## src/rtl/pin_mux_regs.svh

```systemverilog
// Register offsets, field positions and reset values of the pin mux.
`ifndef PIN_MUX_REGS_SVH
`define PIN_MUX_REGS_SVH

`define PMX_OFS_DIR         8'h00
`define PMX_OFS_SEL         8'h04
`define PMX_OFS_AEN         8'h08
`define PMX_OFS_OUT         8'h0C
`define PMX_OFS_IN          8'h10
`define PMX_OFS_TMR         8'h14

`define PMX_RST_DIR         8'h00
`define PMX_RST_SEL         8'h00
`define PMX_RST_AEN         8'h00
`define PMX_RST_OUT         8'h00

// Analog-enable bits start at bit 4; pin 3 uses bit 4
`define PMX_AEN_FIRST_BIT   4
`define PMX_AEN_FIRST_PIN   3
`define PMX_AEN_LAST_PIN    6
`define PMX_ANALOG_CH_BASE  12

`endif

```

## src/rtl/pin_mux_pkg.sv

```systemverilog
// Types shared by the pin mux files.
`default_nettype none
package pin_mux_pkg;
    typedef struct packed {
        logic [7:0] o;
        logic [7:0] oe;
        logic [7:0] schmitt_en;
        logic [3:0] analog_sel;
    } pad_drive_t;

    typedef struct packed {
        logic capture_input_ch0_a;
        logic capture_input_ch1_a;
        logic capture_input_ch2_a;
        logic capture_input_ch0_b;
        logic capture_input_ch1_b;
        logic timer_output_hiz_control;
        logic timer_external_clock_in;
    } timer_in_t;

    typedef struct packed {
        logic timer_compare_out_ch0;
        logic timer_compare_out_ch1;
        logic timer_compare_out_ch2;
    } timer_out_t;

    typedef enum logic [1:0] {
        BUS_IDLE  = 2'b00,
        BUS_WRITE = 2'b01,
        BUS_READ  = 2'b10
    } bus_phase_t;
endpackage : pin_mux_pkg
`default_nettype wire

```

## src/rtl/pin_input_sync.sv

```systemverilog
// Two-stage synchroniser for the eight pad inputs.
`default_nettype none
module pin_input_sync (
    // Clock and reset
    input  wire logic       core_clk,
    input  wire logic       rst,
    // Pad levels and their synchronised copies
    input  wire logic [7:0] pad_in,
    output var  logic [7:0] pad_sync
);
    logic [7:0] meta_r;

    genvar g;
    generate
        for (g = 0; g < 8; g++) begin : g_bit
            always_ff @(posedge core_clk) begin
                if (rst) begin
                    meta_r[g]   <= 1'b0;
                    pad_sync[g] <= 1'b0;
                end else begin
                    meta_r[g]   <= pad_in[g];
                    pad_sync[g] <= meta_r[g];
                end
            end
        end
    endgenerate
endmodule : pin_input_sync
`default_nettype wire

```

## src/rtl/port4_pin_function_mux.sv

```systemverilog
// Port four pin function multiplexer with AHB-Lite register slave.
//
// The implementer's own choices: the placing of the registers and the AHB-Lite slave port.
`include "pin_mux_regs.svh"
`default_nettype none

// Behaviour
// RQ1 - Select 0: plain I/O, direction 0 input, 1 output; default after reset.
// RQ2 - Pins 0-2 select 1: input feeds capture A ch0-2, output drives compare.
// RQ3 - Pins 3-4 select 1: input feeds capture B ch0-1, output drives compare.
// RQ4 - Pins 3-6 map to analog channels 12-15 via analog-enable bits 4-7.
// RQ5 - Analog-enable 1 overrides all; driver and Schmitt input are disabled.
// RQ6 - Pin 5 select 1, direction 1, analog off drives compare out ch2.
// RQ7 - Pin 6 select 1: input feeds hi-z control; output held at ground.
// RQ8 - Pin 7 select 1: input feeds external clock; output held at ground.
// RQ9 - Select 1 with direction 0 keeps driver off; synced level feeds timer.
module port4_pin_function_mux (
    // Clock and reset
    input  wire logic                    core_clk,
    input  wire logic                    rst,
    // AHB-Lite slave
    input  wire logic                    hsel,
    input  wire logic [7:0]              haddr,
    input  wire logic [1:0]              htrans,
    input  wire logic                    hwrite,
    input  wire logic [2:0]              hsize,
    input  wire logic                    hready,
    input  wire logic [31:0]             hwdata,
    output var  logic [31:0]             hrdata,
    output var  logic                    hreadyout,
    output var  logic                    hresp,
    // Port pins
    input  wire logic [7:0]              pad_in,
    output var  pin_mux_pkg::pad_drive_t pad_drive,
    // Timer side
    input  wire pin_mux_pkg::timer_out_t timer_out,
    output var  pin_mux_pkg::timer_in_t  timer_in
);
    // ==========================================================
    // Registers
    logic [7:0] port_four_direction_bits_r;
    logic [7:0] port_four_function_select_bits_r;
    logic [7:0] analog_enable_upper_bits_r;
    logic [7:0] out_data_r;
    logic [7:0] pad_sync;
    logic [7:0] pad_level_nxt;
    logic [7:0] pad_oe_nxt;
    logic [7:0] analog_on;
    logic [7:0] pad_o_r;
    logic [7:0] pad_oe_r;
    pin_mux_pkg::bus_phase_t phase_r;
    logic [7:0]              addr_r;

    // ==========================================================
    // AHB-Lite slave: zero wait states, always OKAY
    assign hreadyout = 1'b1;
    assign hresp     = 1'b0;

    always_ff @(posedge core_clk) begin
        if (rst) begin
            phase_r <= pin_mux_pkg::BUS_IDLE;
            addr_r  <= 8'h00;
        end else if (hready) begin
            if (hsel && htrans[1]) begin
                phase_r <= hwrite ? pin_mux_pkg::BUS_WRITE : pin_mux_pkg::BUS_READ;
                addr_r  <= haddr;
            end else begin
                phase_r <= pin_mux_pkg::BUS_IDLE;
            end
        end
    end

    // Reset leaves every pin a plain input [RQ1]
    always_ff @(posedge core_clk) begin
        if (rst) begin
            port_four_direction_bits_r        <= `PMX_RST_DIR; // [RQ1]
            port_four_function_select_bits_r  <= `PMX_RST_SEL; // [RQ1]
            analog_enable_upper_bits_r        <= `PMX_RST_AEN;
            out_data_r                        <= `PMX_RST_OUT;
        end else if (phase_r == pin_mux_pkg::BUS_WRITE) begin
            unique case (addr_r)
                `PMX_OFS_DIR: port_four_direction_bits_r       <= hwdata[7:0];
                `PMX_OFS_SEL: port_four_function_select_bits_r <= hwdata[7:0];
                `PMX_OFS_AEN: analog_enable_upper_bits_r       <= hwdata[7:0];
                `PMX_OFS_OUT: out_data_r                       <= hwdata[7:0];
                default: ;
            endcase
        end
    end

    // Read data comes combinationally in the data phase; unmapped reads zero
    always_comb begin
        hrdata = 32'h0000_0000;
        if (phase_r == pin_mux_pkg::BUS_READ) begin
            unique case (addr_r)
                `PMX_OFS_DIR: hrdata = {24'h00_0000, port_four_direction_bits_r};
                `PMX_OFS_SEL: hrdata = {24'h00_0000, port_four_function_select_bits_r};
                `PMX_OFS_AEN: hrdata = {24'h00_0000, analog_enable_upper_bits_r};
                `PMX_OFS_OUT: hrdata = {24'h00_0000, out_data_r};
                `PMX_OFS_IN:  hrdata = {24'h00_0000, pad_sync};
                `PMX_OFS_TMR: hrdata = {29'h0000_0000, timer_out};
                default:      hrdata = 32'h0000_0000;
            endcase
        end
    end

    // ==========================================================
    // Input synchroniser
    pin_input_sync u_sync (
        .core_clk (core_clk),
        .rst      (rst),
        .pad_in   (pad_in),
        .pad_sync (pad_sync)
    );

    // ==========================================================
    // Analog ownership of pins 3 to 6 [RQ4]
    always_comb begin
        analog_on = 8'h00;
        for (int p = `PMX_AEN_FIRST_PIN; p <= `PMX_AEN_LAST_PIN; p++) begin
            analog_on[p] = analog_enable_upper_bits_r[p - `PMX_AEN_FIRST_PIN
                                                      + `PMX_AEN_FIRST_BIT]; // [RQ4]
        end
    end

    // ==========================================================
    // Per-pin output selection
    always_comb begin
        pad_level_nxt = out_data_r;
        pad_oe_nxt    = port_four_direction_bits_r; // [RQ1]
        for (int p = 0; p < 8; p++) begin
            if (port_four_function_select_bits_r[p]) begin
                pad_oe_nxt[p] = port_four_direction_bits_r[p]; // [RQ9]
                unique case (p)
                    0, 3: pad_level_nxt[p] = timer_out.timer_compare_out_ch0; // [RQ2] [RQ3]
                    1, 4: pad_level_nxt[p] = timer_out.timer_compare_out_ch1; // [RQ2] [RQ3]
                    2, 5: pad_level_nxt[p] = timer_out.timer_compare_out_ch2; // [RQ2] [RQ6]
                    default: pad_level_nxt[p] = 1'b0; // [RQ7] [RQ8]
                endcase
            end
            if (analog_on[p]) begin
                pad_oe_nxt[p]    = 1'b0; // [RQ5]
                pad_level_nxt[p] = 1'b0;
            end
        end
    end

    // Pad data from flip-flops; one cycle behind the controls
    always_ff @(posedge core_clk) begin
        if (rst) begin
            pad_o_r  <= 8'h00;
            pad_oe_r <= 8'h00;
        end else begin
            pad_o_r  <= pad_level_nxt;
            pad_oe_r <= pad_oe_nxt;
        end
    end

    // One driver for the whole struct; field-wise mixed drivers are illegal
    assign pad_drive = '{o:          pad_o_r,
                         oe:         pad_oe_r,
                         schmitt_en: ~analog_on,                        // [RQ5]
                         analog_sel: analog_enable_upper_bits_r[7:4]};  // [RQ4]

    // ==========================================================
    // Timer inputs from the synchronised pad levels; gated off otherwise
    always_comb begin
        logic [7:0] cap;
        cap = pad_sync & port_four_function_select_bits_r
              & ~port_four_direction_bits_r & ~analog_on; // [RQ9]
        timer_in.capture_input_ch0_a      = cap[0]; // [RQ2]
        timer_in.capture_input_ch1_a      = cap[1]; // [RQ2]
        timer_in.capture_input_ch2_a      = cap[2]; // [RQ2]
        timer_in.capture_input_ch0_b      = cap[3]; // [RQ3]
        timer_in.capture_input_ch1_b      = cap[4]; // [RQ3]
        timer_in.timer_output_hiz_control = cap[6]; // [RQ7]
        timer_in.timer_external_clock_in  = cap[7]; // [RQ8]
    end

    // ==========================================================
    // Assertions
    property p_io_default;
        @(posedge core_clk) disable iff (rst)
        (port_four_function_select_bits_r == 8'h00 && analog_enable_upper_bits_r == 8'h00)
        |=> pad_drive.oe == $past(port_four_direction_bits_r)
            && pad_drive.o == $past(out_data_r);
    endproperty
    a_io_default: assert property (p_io_default) else $error("plain I/O wrong"); // [RQ1]

    property p_cap_a;
        @(posedge core_clk) disable iff (rst)
        (port_four_function_select_bits_r[1] && !port_four_direction_bits_r[1])
        |-> timer_in.capture_input_ch1_a == pad_sync[1];
    endproperty
    a_cap_a: assert property (p_cap_a) else $error("capture A ch1 not routed"); // [RQ2]

    property p_cap_b;
        @(posedge core_clk) disable iff (rst)
        (port_four_function_select_bits_r[3] && !port_four_direction_bits_r[3]
         && !analog_on[3]) |-> timer_in.capture_input_ch0_b == pad_sync[3];
    endproperty
    a_cap_b: assert property (p_cap_b) else $error("capture B ch0 not routed"); // [RQ3]

    property p_cmp_out;
        @(posedge core_clk) disable iff (rst)
        (port_four_function_select_bits_r[4] && port_four_direction_bits_r[4] && !analog_on[4])
        |=> pad_drive.oe[4] && pad_drive.o[4] == $past(timer_out.timer_compare_out_ch1);
    endproperty
    a_cmp_out: assert property (p_cmp_out) else $error("pin 4 compare out wrong"); // [RQ3]

    property p_analog_off;
        @(posedge core_clk) disable iff (rst)
        analog_enable_upper_bits_r[7] |-> !pad_drive.schmitt_en[6] ##1 !pad_drive.oe[6];
    endproperty
    a_analog_off: assert property (p_analog_off) else $error("analog pin driven"); // [RQ5]

    property p_pin5;
        @(posedge core_clk) disable iff (rst)
        (port_four_function_select_bits_r[5] && port_four_direction_bits_r[5]
         && !analog_enable_upper_bits_r[6])
        |=> pad_drive.o[5] == $past(timer_out.timer_compare_out_ch2);
    endproperty
    a_pin5: assert property (p_pin5) else $error("pin 5 compare out wrong"); // [RQ6]

    property p_gnd;
        @(posedge core_clk) disable iff (rst)
        (port_four_function_select_bits_r[7] && port_four_direction_bits_r[7])
        |=> pad_drive.oe[7] && !pad_drive.o[7];
    endproperty
    a_gnd: assert property (p_gnd) else $error("pin 7 not at ground"); // [RQ8]

    property p_hiz;
        @(posedge core_clk) disable iff (rst)
        (port_four_function_select_bits_r[6] && !port_four_direction_bits_r[6]
         && !analog_on[6]) |-> timer_in.timer_output_hiz_control == pad_sync[6];
    endproperty
    a_hiz: assert property (p_hiz) else $error("hi-z control not routed"); // [RQ7]

    property p_in_no_drive;
        @(posedge core_clk) disable iff (rst)
        (port_four_function_select_bits_r[0] && !port_four_direction_bits_r[0])
        |=> !pad_drive.oe[0];
    endproperty
    a_in_no_drive: assert property (p_in_no_drive) else $error("input pin driven"); // [RQ9]
endmodule : port4_pin_function_mux
`default_nettype wire

```

## config.mk

```make
export PLATFORM = sky130hd
export DESIGN_NAME = port4_pin_function_mux
export DESIGN_NICKNAME = d
export VERILOG_FILES = /design/src/rtl/pin_mux_pkg.sv /design/src/rtl/pin_input_sync.sv /design/src/rtl/port4_pin_function_mux.sv
export VERILOG_INCLUDE_DIRS = /design/src /design/src/rtl
export SDC_FILE = /design/constraint.sdc
export NUM_CORES = 1
export LEC_CHECK = 0
export BUFFER_PORTS_ARGS = -buffer_cell sky130_fd_sc_hd__buf_2
export CORE_UTILIZATION = 49
export CTS_CLUSTER_DIAMETER = 40
export DETAILED_ROUTE_END_ITERATION = 8
export PLACE_DENSITY = 0.87
export SYNTH_ARGS = -nofsm -noshare
export SYNTH_HDL_FRONTEND = slang
export SYNTH_SLANG_ARGS = --single-unit
```

## constraint.sdc

```tcl
create_clock -name core_clk -period 2.14 [get_ports core_clk]
set_clock_uncertainty 0.1 [all_clocks]
set_input_delay 0.428 -clock core_clk [delete_from_list [all_inputs] [get_ports core_clk]]
set_output_delay 0.428 -clock core_clk [all_outputs]
set_load 0.01 [all_outputs]
```

# Word-level counts from Yosys, hierarchy flattened
# Index checks and enable logic that the tools add are counted.
# Widths: inputs -> output; s select.
[totals] out_inout_bits=69 elab_cells=68 register_bits=74
[classes] n_mux=10 reduce_logical=13 n_eq_ne=7 bitwise=5
[ops] operator="$pmux 8 s6" n=1
[ops] operator="$and 8x8->8" n=3
[ops] operator="$eq 8x4->1 const B" n=2
[ops] operator="$eq 8x5->1 const B" n=2
[ops] operator="$reduce_and 2->1" n=5
[ops] operator="$reduce_or 2->1" n=5
[ops] operator="$eq 8x3->1 const B" n=1
[ops] operator="$logic_not 8->1" n=1
[ops] operator="$mux 8" n=1
[ops] operator="$not 7->8" n=1
[ops] operator="$not 8->8" n=1
[ops] operator="$mux 1" n=6
[ops] operator="$mux 2" n=2
[ops] operator="$reduce_or 3->1" n=1
[ops] operator="$eq 2x1->1 const B" n=1
[ops] operator="$eq 2x2->1 const B" n=1
[ops] operator="$logic_and 1x1->1" n=1

# Longest topological paths before layout
# Gate-level depths: netlist (run 1).
[logic_depth] ltp_word=3 mapped_depth=5 mapped_depth_nobuf=3

# Hierarchy
# A second synthesis (run 1) with hierarchy kept.
[hier_totals] hier_cells=358 area_unflattened_um2=3548.4
[by_module_without_submodules] mod="port4_pin_function_mux" n_inst=1 area_each_um2=3084.2 seq_area_each_um2=1161.1 cells_per_inst=325
[by_module_without_submodules] mod="pin_input_sync" n_inst=1 area_each_um2=464.2 seq_area_each_um2=320.3 cells_per_inst=33

# Worst setup path after synthesis (run 1)
# Ideal clock, no wire load.
[synth_path] path_kind="register to output" startpoint="register addr_r[4]" endpoint="output hrdata[2]" path_buffers=2 setup_slack_ns=0.438 t_required_ns=1.612 arrival_ns=1.174 stages_incl_launch_ff=6 cell_sequence="dfxtp_1 -> buf_4 -> buf_4 -> mux2_2 -> nand2_1 -> a21oi_1"
[synth_via] elab_chain_cells=3 elab_cells_between_ends=8 cone_classes="eq/ne: 5; mux: 2; reduce/logical: 1"
[synth_rtl] item="start: declaration" line="port4_pin_function_mux.sv:52" source="logic [7:0] addr_r;"
[synth_rtl] item="start signal: assignment" line="port4_pin_function_mux.sv:66" source="addr_r <= haddr;"
[synth_rtl] item="$eq 8x5->1, or another cell as far along" line="port4_pin_function_mux.sv:95" source="unique case (addr_r)"
[synth_rtl] item="$pmux 8 s6 (*)" line="port4_pin_function_mux.sv:95"
[synth_rtl] item="$mux 8 (*)" line="port4_pin_function_mux.sv:94" source="if (phase_r == pin_mux_pkg::BUS_READ) begin"
[synth_rtl] item="end: declaration" line="port4_pin_function_mux.sv:29" source="output var logic [31:0] hrdata,"
# Mark *: on every way between the ends. The rest lies on a longest branch, timed or not.

# Final worst setup path (run 1)
# Same ends and word-level chain as after synthesis.

==> results of run 1 <==
[how the worst max path moves through the flow]
stage | slack, ps | from | end
floorplan | 440 | addr_r[4] | hrdata[2]
finish | 30 | addr_r[4] | hrdata[2]
CTS | -7 | addr_r[4] | hrdata[7]
detailed placement | 160 | addr_r[2] | hrdata[7]
global placement | 180 | addr_r[2] | hrdata[7]
global route | -40 | addr_r[4] | hrdata[7]
[cells by family after synthesis]
logic type             count (synthesis)  share of synthesized area (%)
and+or+nand+nor                      125                           23.9
DFF                                   74                           43.5
muxes                                 57                           17.1
buffers and inverters                 57                           10.4
AOI/OAI and AO/OA                     26                           4.96
other                                  2                          0.220
[power groups by stage]
stage	registers [mW]	logic, mW	clock network (mW)
3_3_place_gp	1.44	0.179	0
2_1_floorplan	1.44	0.164	0
3_5_place_dp	1.45	0.183	0
6_report	1.41	0.193	1.23
4_1_cts	1.41	0.186	1.24
5_1_grt	1.42	0.212	1.31
[metrics by stage]
step	std cells	setup TNS, ps	util [%]
after floorplan	369	0	-
after global placement	480	0	55.1
after detailed placement	480	0	55.1
after CTS	497	-7.31	59.0
after global routing	498	-119	59.9
final	498	0	59.9
[state kept, by name, indices dropped and copies added, names as in the netlist]
register,count
port_four_function_select_bits_r,8
pad_oe_r,8
u_sync.meta_r,8
analog_enable_upper_bits_r,8
addr_r,8
u_sync.pad_sync,8
out_data_r,8
port_four_direction_bits_r,8
pad_o_r,8
phase_r,2
[area by class of cell]
| type | count | area, µm² | share of cell area, % |
|---|---|---|---|
| clock buffers | 12 | 155 | 3.84 |
| clock inverters | 4 | 73.8 | 1.82 |
| inverters | 9 | 33.8 | 0.835 |
| multi-input cells | 238 | 1730 | 42.9 |
| flip-flops and latches | 74 | 1490 | 36.8 |
| well taps | 80 | 100 | 2.47 |
| repair buffers | 81 | 458 | 11.3 |
[timing repair]
| action | in CTS | in global routing |
|---|---|---|
| hold buffers | 0 | 0 |
| pin swaps | 0 | 7 |
| buffers inserted | 1 | 1 |
| gates resized for setup | 10 | 17 |
| setup endpoints to repair | 8 | 8 |
| hold endpoints to repair | 0 | 0 |
[cells in the mapped netlist, drive strengths merged (4+ instances only)]
cell type   n  share of area, %
inv         9              0.99
nor3b       6               1.7
nor3        4              0.92
and2        6               1.1
clkbuf     10               1.1
o21ai       5              0.73
nor2b      20               3.7
mux2i      48                14
buf        38               8.3
nand2b     40               7.3
nand2      19               2.1
a21oi      11               1.6
dfxtp      74                43
nand4       4               2.5
mux2        9               3.0
nor2       14               1.8
o311a       5               1.5
a22oi       4              0.88
and3b       4               1.0
[per-layer routing]
layer,global-route usage [%],share of wire [%],vias up,routed length [µm]
met4,9.09,1.9,0,127
li1,-,-,1230,-
met3,4.28,4.8,13,327
met1,24.8,46,1128,3160
met5,0,0,-,0
met2,32.3,47,74,3210
==> qor.csv, run 1 <==
metric,value,unit
Ys Warns,0,
critical-path cell list,buf_6 > buf_4 > mux2_2 > nand2_2 > a21oi_2 > buf_2,
drt drc,0,
Flop pwr share,49.9,%
Area growth syn-to-layout,18.7,%
number of I/O port buffers,71,
Routed Antenna Nets,0,
Worst Path Arrival,1580,ps
Worst setup EP type,output port,
"Data required, critical path",1610,ps
First DRT Iteration DRCs,136,
Hold Slack,188,ps
drt total wl,6.83,mm
pin count of the biggest net entering global routing,78,
Vias,2445,
final setup violation count,0,
final net count,474,
CP max stage delay,380,ps
first-pass GRT wire length,11.0,mm
pre-CTS WS,163,ps
initial antenna violation count,0,
launch point of the worst hold path,pad_in[1],
DR pass1 iterations,4,
CTS tree,yes,
row count,30,
Ports,130,
status,"complete, no violations",
RR Startpoint,addr_r[4],
Synth Area per Inst,9.99,µm²
CP max FO,6,
Crit. path cell count,6,
Setup crit start kind,flop,
Slew Limit Fails,0,
layout cells sized above 1,29.9,%
die area,0.00729,mm²
post-synthesis sequential area ratio,43.5,%
family with the most delay on the worst path,buffers and inverters,
peak supply drop,0.000516,V
crit share post-route,98.6,%
clk_lat worst skew,350,ps
Internal Pwr Total,2.20,mW
DR vias/cell,4.91,
dpl cell area,0.00372,mm²
Post-synth top flop,dfxtp_1,
net load switching power,632,µW
R2R setup slack,460,ps
hold depth,2,
sw frac,22.3,%
Clock Pin Slew Worst Setup and Hold Paths,70,ps
all-layer global routing usage,19.7,%
core area,0.00676,mm²
die height,85.4,µm
Filler cells,554,
final standard cell area without fillers,0.00405,mm²
GRT overflow,0,
CTS buffer count,9,
min Tclk post-route,2110,ps
post-synth cell types,31,
Avg WL per Cell,13.7,µm
Buffers & Inverters on Critical Path,3,
Final Worst Setup Slack,30.7,ps
clk sinks,74,
Gate Count Post-Synth,341,
"EDFF count, synth",0,
combinational share of power,6.8,%
Root Driver,clkbuf_8,
hold crit path type,in -> reg,
die width,85.4,µm
total power,2.83,mW
RSZ-0062 raised after global routing,yes,
vias in the first global route,2324,
clock buffer depth,2,
P_leak,1.98,nW
Synth async-reset ratio,0,%
Final Hold Fails,0,
max_cap viols,0,
Synth Register Bits,74,
"Max stage delay cell, worst path",dfxtp_4,
Synth Cell Area,0.00341,mm²
clock power share,43.3,%
hpwl dp,4.67,mm
# diodes,0,
reg2reg path depth,4,
Hold Path End,u_sync.meta_r[1],
Crit Path Category,reg -> out,
fmax,474,MHz
most frequent cells in the layout,"dfxtp_1 (71), buf_2 (71), mux2i_1 (48)",
power density over the cells,700,mW/mm²
Starting Density,50.4,%
RePlAce Congestion,0.807,
htree depth,3,
worst r2r dst,port_four_direction_bits_r[3],
(Power assumes the default switching activity.)
==> run 2, diff against run 1 <==
--- a/config.mk
+++ b/config.mk
@@ -7,10 +7,13 @@
 export NUM_CORES = 1
 export LEC_CHECK = 0
 export BUFFER_PORTS_ARGS = -buffer_cell sky130_fd_sc_hd__buf_2
-export CORE_UTILIZATION = 49
+export CELL_PAD_IN_SITES_DETAIL_PLACEMENT = 1
+export CELL_PAD_IN_SITES_GLOBAL_PLACEMENT = 2
+export CORE_UTILIZATION = 29
 export CTS_CLUSTER_DIAMETER = 40
 export DETAILED_ROUTE_END_ITERATION = 8
 export PLACE_DENSITY = 0.87
 export SYNTH_ARGS = -nofsm -noshare
 export SYNTH_HDL_FRONTEND = slang
 export SYNTH_SLANG_ARGS = --single-unit
+export TNS_END_PERCENT = 50
==> run 2 against run 1 <==
Effect of this change: utilization decreased by 22 points; worst setup slack got worse by 13 ps; fmax down 0.63%; via count grew 2.4%; non-clock buffer count is 5 higher; largest power group is now the clock network.
==> qor.csv, run 2 (same netlist as run 1, synthesis figures left out) <==
metric,value,unit
crit path from,addr_r[2],
clk_lat worst skew,330,ps
core area,0.0114,mm²
RSZ-0062 raised after global routing,yes,
DR pass1 iterations,5,
reg2reg path depth,5,
"Max stage delay cell, worst path",dfxtp_4,
RR Startpoint,addr_r[4],
Final Worst Setup Slack,17.4,ps
pre-CTS WS,235,ps
crit share post-route,99.2,%
Worst setup EP type,output port,
max_cap viols,0,
status,"complete, no violations",
drt drc,0,
Clock Pin Slew Worst Setup and Hold Paths,60,ps
Starting Density,29.8,%
Vias,2504,
Routed Antenna Nets,0,
Avg WL per Cell,14.8,µm
Area growth syn-to-layout,25.6,%
first-pass GRT wire length,12.8,mm
drt total wl,8.34,mm
"Data required, critical path",1610,ps
Ports,130,
Crit. path cell count,5,
power density over the cells,738,mW/mm²
hold crit path type,in -> reg,
CTS Hold Bufs,0,
Crit Path Category,reg -> out,
number of I/O port buffers,71,
vias in the first global route,2544,
initial antenna violation count,0,
"most common cell after layout, fill and taps aside",dfxtp_1,
First DRT Iteration DRCs,53,
Buffers & Inverters on Critical Path,2,
hpwl dp,5.74,mm
most frequent cells in the layout,"dfxtp_1 (72), buf_2 (70), mux2i_1 (46)",
die width,110,µm
pin count of the biggest net entering global routing,78,
CP max FO,6,
layout cells sized above 1,30.8,%
RePlAce Congestion,0.766,
worst r2r dst,port_four_direction_bits_r[5],
DR vias/cell,4.43,
CTS buffer count,9,
worst setup path endpoint,hrdata[2],
clk sinks,74,
Setup crit start kind,flop,
Final Hold Fails,0,
dpl cell area,0.00383,mm²
Slew Limit Fails,0,
critical-path cell list,buf_6 > mux2_2 > a22oi_2 > a21oi_2 > buf_2,
die area,0.0122,mm²
R2R setup slack,300,ps
final net count,479,
# diodes,0,
Root Driver,clkbuf_16,
die height,110,µm
CTS tree,yes,
peak supply drop,0.000364,V
clock buffer depth,2,
fmax,471,MHz
P_leak,2.05,nW
family with the most delay on the worst path,flip-flops,
final setup violation count,0,
GRT overflow,0,
all-layer global routing usage,14.3,%
CP max stage delay,380,ps
min Tclk post-route,2120,ps
row count,39,
final standard cell area without fillers,0.00428,mm²
htree depth,3,
Worst Path Arrival,1590,ps
[run 2: changes by cell type in the layout (fill, tap and decap cells not counted), moves of 2 or more]
cell	before	now
clkbuf_16	0	9
clkbuf_8	11	3
buf_4	6	10
o21ai_0	2	5
o21ai_1	3	0
mux2i_1	48	46
mux2i_2	0	2
[run 2: cell type report]
| cell class | count | area, µm² |
|---|---|---|
| clock buffers | 13 | 270 |
| multi-input cells | 238 | 1740 |
| inverters | 9 | 33.8 |
| well taps | 143 | 179 |
| fillers | 1327 | 7140 |
| flip-flops and latches | 74 | 1490 |
| clock inverters | 2 | 35.0 |
| repair buffers | 86 | 532 |
[run 2: how the worst min path moves through the flow]
| stage | endpoint | cells after the start | startpoint | slack, ps |
|---|---|---|---|---|
| floorplan | u_sync.pad_sync[0] | 1 | u_sync.meta_r[0] | 310 |
| global placement | u_sync.pad_sync[7] | 1 | u_sync.meta_r[7] | 320 |
| detailed placement | u_sync.pad_sync[4] | 1 | u_sync.meta_r[4] | 330 |
| CTS | u_sync.meta_r[7] | 2 | pad_in[7] | 200 |
| global route | u_sync.meta_r[7] | 2 | pad_in[7] | 210 |
| finish | u_sync.meta_r[2] | 2 | pad_in[2] | 200 |
[run 2: routing by layer]
metal	part of all wire, %	wire, µm	up-vias	global-route usage [%]
met1	44	3670	1183	17.2
met5	0	0	-	0
met4	2.1	174	0	6.20
met2	49	4050	70	24.0
met3	5.3	443	15	3.82
li1	-	-	1236	-
[run 2: where the power goes]
part | internal [mW] | total, mW | switching [mW] | leakage, nW
Combinational | 0.0899 | 0.207 | 0.117 | 1.30
Clock | 0.989 | 1.54 | 0.546 | 0.152
Sequential | 1.40 | 1.42 | 0.0147 | 0.602
Total | 2.48 | 3.16 | 0.678 | 2.05
[run 2: worst register-to-register path, cell delays in order (launching register included)]
cell and delay [ps]:
dfxtp_4 360, buf_6 130, buf_4 150, nor3b_4 420
nand4_4 340, mux2i_1 210
[run 2: what timing repair did]
action,in CTS,in global routing
resized for setup,18,8
pin swaps,4,5
buffers inserted,5,0
cloned,1,0
setup endpoints to repair,8,8
[run 2: per-stage QoR]
step | hold slack (ps) | cells | util [%] | TNS [ps] | total power, mW
global placement | 318 | 545 | 33.5 | 0 | 1.63
floorplan | 314 | 369 | - | 0 | 1.61
detailed placement | 327 | 545 | 33.5 | 0 | 1.64
CTS | 199 | 565 | 37.2 | 0 | 3.20
global route | 207 | 565 | 37.5 | -131 | 3.28
finish | 203 | 565 | 37.5 | 0 | 3.16
==> run 3, diff against run 2 <==
==> constraint.sdc (replaced) <==
create_clock -name core_clk -period 2.14 [get_ports core_clk]
set_clock_uncertainty 0.1 [all_clocks]
set_input_delay 0.214 -clock core_clk [delete_from_list [all_inputs] [get_ports core_clk]]
set_output_delay 0.214 -clock core_clk [all_outputs]
set_load 0.01 [all_outputs]
==> run 3 against run 2 <==
Effect of this change: sequential power about the same; non-clock buffer count fell by 1; cell count is the same; largest power group unchanged; highest routed layer unchanged.
==> qor.csv, run 3 (same netlist as run 1, synthesis figures left out) <==
metric,value,unit
"Data required, critical path",1830,ps
CP max FO,9,
Root Driver,clkbuf_16,
Routed Antenna Nets,0,
Worst setup EP type,output port,
min Tclk post-route,2000,ps
layout cells sized above 1,27.0,%
CTS tree,yes,
Starting Density,29.8,%
Clock Pin Slew Worst Setup and Hold Paths,60,ps
sw frac,22.1,%
RePlAce Congestion,0.745,
Worst Path Arrival,1680,ps
DR vias/cell,4.48,
clk_lat worst skew,330,ps
First DRT Iteration DRCs,66,
die height,110,µm
setup TNS,0,ps
all-layer global routing usage,14.6,%
final setup violation count,0,
Final Hold Fails,0,
pin count of the biggest net entering global routing,50,
Avg WL per Cell,14.6,µm
highest routed layer,met4,
combinational share of power,6.1,%
Setup crit start kind,flop,
hold crit path type,in -> reg,
Hold Slack,8.47,ps
status,"complete, no violations",
Internal Pwr Total,2.54,mW
Slew Limit Fails,0,
Crit Path Category,reg -> out,
final net count,478,
power density over the cells,772,mW/mm²
crit share post-route,93.3,%
Final Worst Setup Slack,144,ps
Filler cells,1338,
Ports,130,
total power,3.26,mW
Vias,2532,
post-CTS setup buffer count,0,
Flop pwr share,43.5,%
"most common cell after layout, fill and taps aside",dfxtp_1,
clk sinks,74,
drt drc,0,
core area,0.0114,mm²
net load switching power,719,µW
pre-CTS WS,266,ps
DR pass1 iterations,4,
DRT met1 WL,3.69,mm
row count,39,
die width,110,µm
vias in the first global route,2598,
clock buffer depth,2,
peak supply drop,0.000358,V
fmax,501,MHz
GRT overflow,0,
max_cap viols,0,
clock power share,50.5,%
most frequent cells in the layout,"dfxtp_1 (72), buf_2 (71), mux2i_1 (48)",
drt total wl,8.27,mm
die area,0.0122,mm²
number of I/O port buffers,71,
Area growth syn-to-layout,23.9,%
htree depth,3,
initial antenna violation count,0,
RSZ-0062 raised after global routing,no,
hpwl dp,5.80,mm
first-pass GRT wire length,13.2,mm
# diodes,0,
WL met2,4.04,mm
Met3 Wirelength,372,µm
CTS buffer count,9,
P_leak,2.03,nW
[run 3: changes by cell type in the layout (fill, tap and decap cells not counted), sizes merged]
cell | before | now
bufinv | 1 | 2
buf | 85 | 78
bufbuf | 1 | 0
clkinvlp | 0 | 1
dlygate4sd3 | 0 | 7
clkbuf | 13 | 10
clkinv | 1 | 3
[run 3: power by group through the flow]
| stage | Sequential, mW | Combinational (mW) | Clock, mW |
|---|---|---|---|
| after floorplan | 1.44 | 0.164 | 0 |
| after global placement | 1.45 | 0.184 | 0 |
| after detailed placement | 1.45 | 0.189 | 0 |
| after CTS | 1.42 | 0.199 | 1.68 |
| after global routing | 1.42 | 0.219 | 1.74 |
| final | 1.42 | 0.198 | 1.64 |
[run 3: what timing repair did]
| item | in CTS | in global routing |
|---|---|---|
| resized for setup | 2 | 5 |
| hold buffers | 7 | 0 |
| endpoints found under the setup margin | 6 | 7 |
| hold endpoints to repair | 7 | 0 |
[run 3: per-layer routing]
metal	vias up	global-route usage, %
met5	-	0
met4	0	5.92
met3	11	3.53
met2	71	24.8
met1	1217	17.8
li1	1233	-
[run 3: metrics by stage]
step           std cells  cell area [µm²]  utilization, %
6_report             565             4220            37.0
5_1_grt              565             4220            37.0
4_1_cts              565             4210            36.8
3_5_place_dp         542             3800            33.3
3_3_place_gp         542             3800            33.3
2_1_floorplan        369             3510               -
[run 3: final timing paths]
check,from,to,slack [ps],cells after the start
max,addr_r[2],hrdata[7],140,4
min,pad_in[2],u_sync.meta_r[2],8,2
max reg2reg,addr_r[4],analog_enable_upper_bits_r[4],370,4
min reg2reg,u_sync.meta_r[4],u_sync.pad_sync[4],330,1
[run 3: cell type report]
class | count | area [µm²] | area share (%)
clock buffers | 10 | 239 | 5.66
repair buffers | 85 | 503 | 11.9
flip-flops and latches | 74 | 1490 | 35.2
well taps | 143 | 179 | 4.24
clock inverters | 6 | 90.1 | 2.13
multi-input cells | 238 | 1690 | 40.0
inverters | 9 | 33.8 | 0.800
[run 3: critical path, cell delays in order (launching register included)]
cell and delay, ps:
dfxtp_2 430, nor2b_1 410, and2_0 190, o311a_1 170, buf_2 140
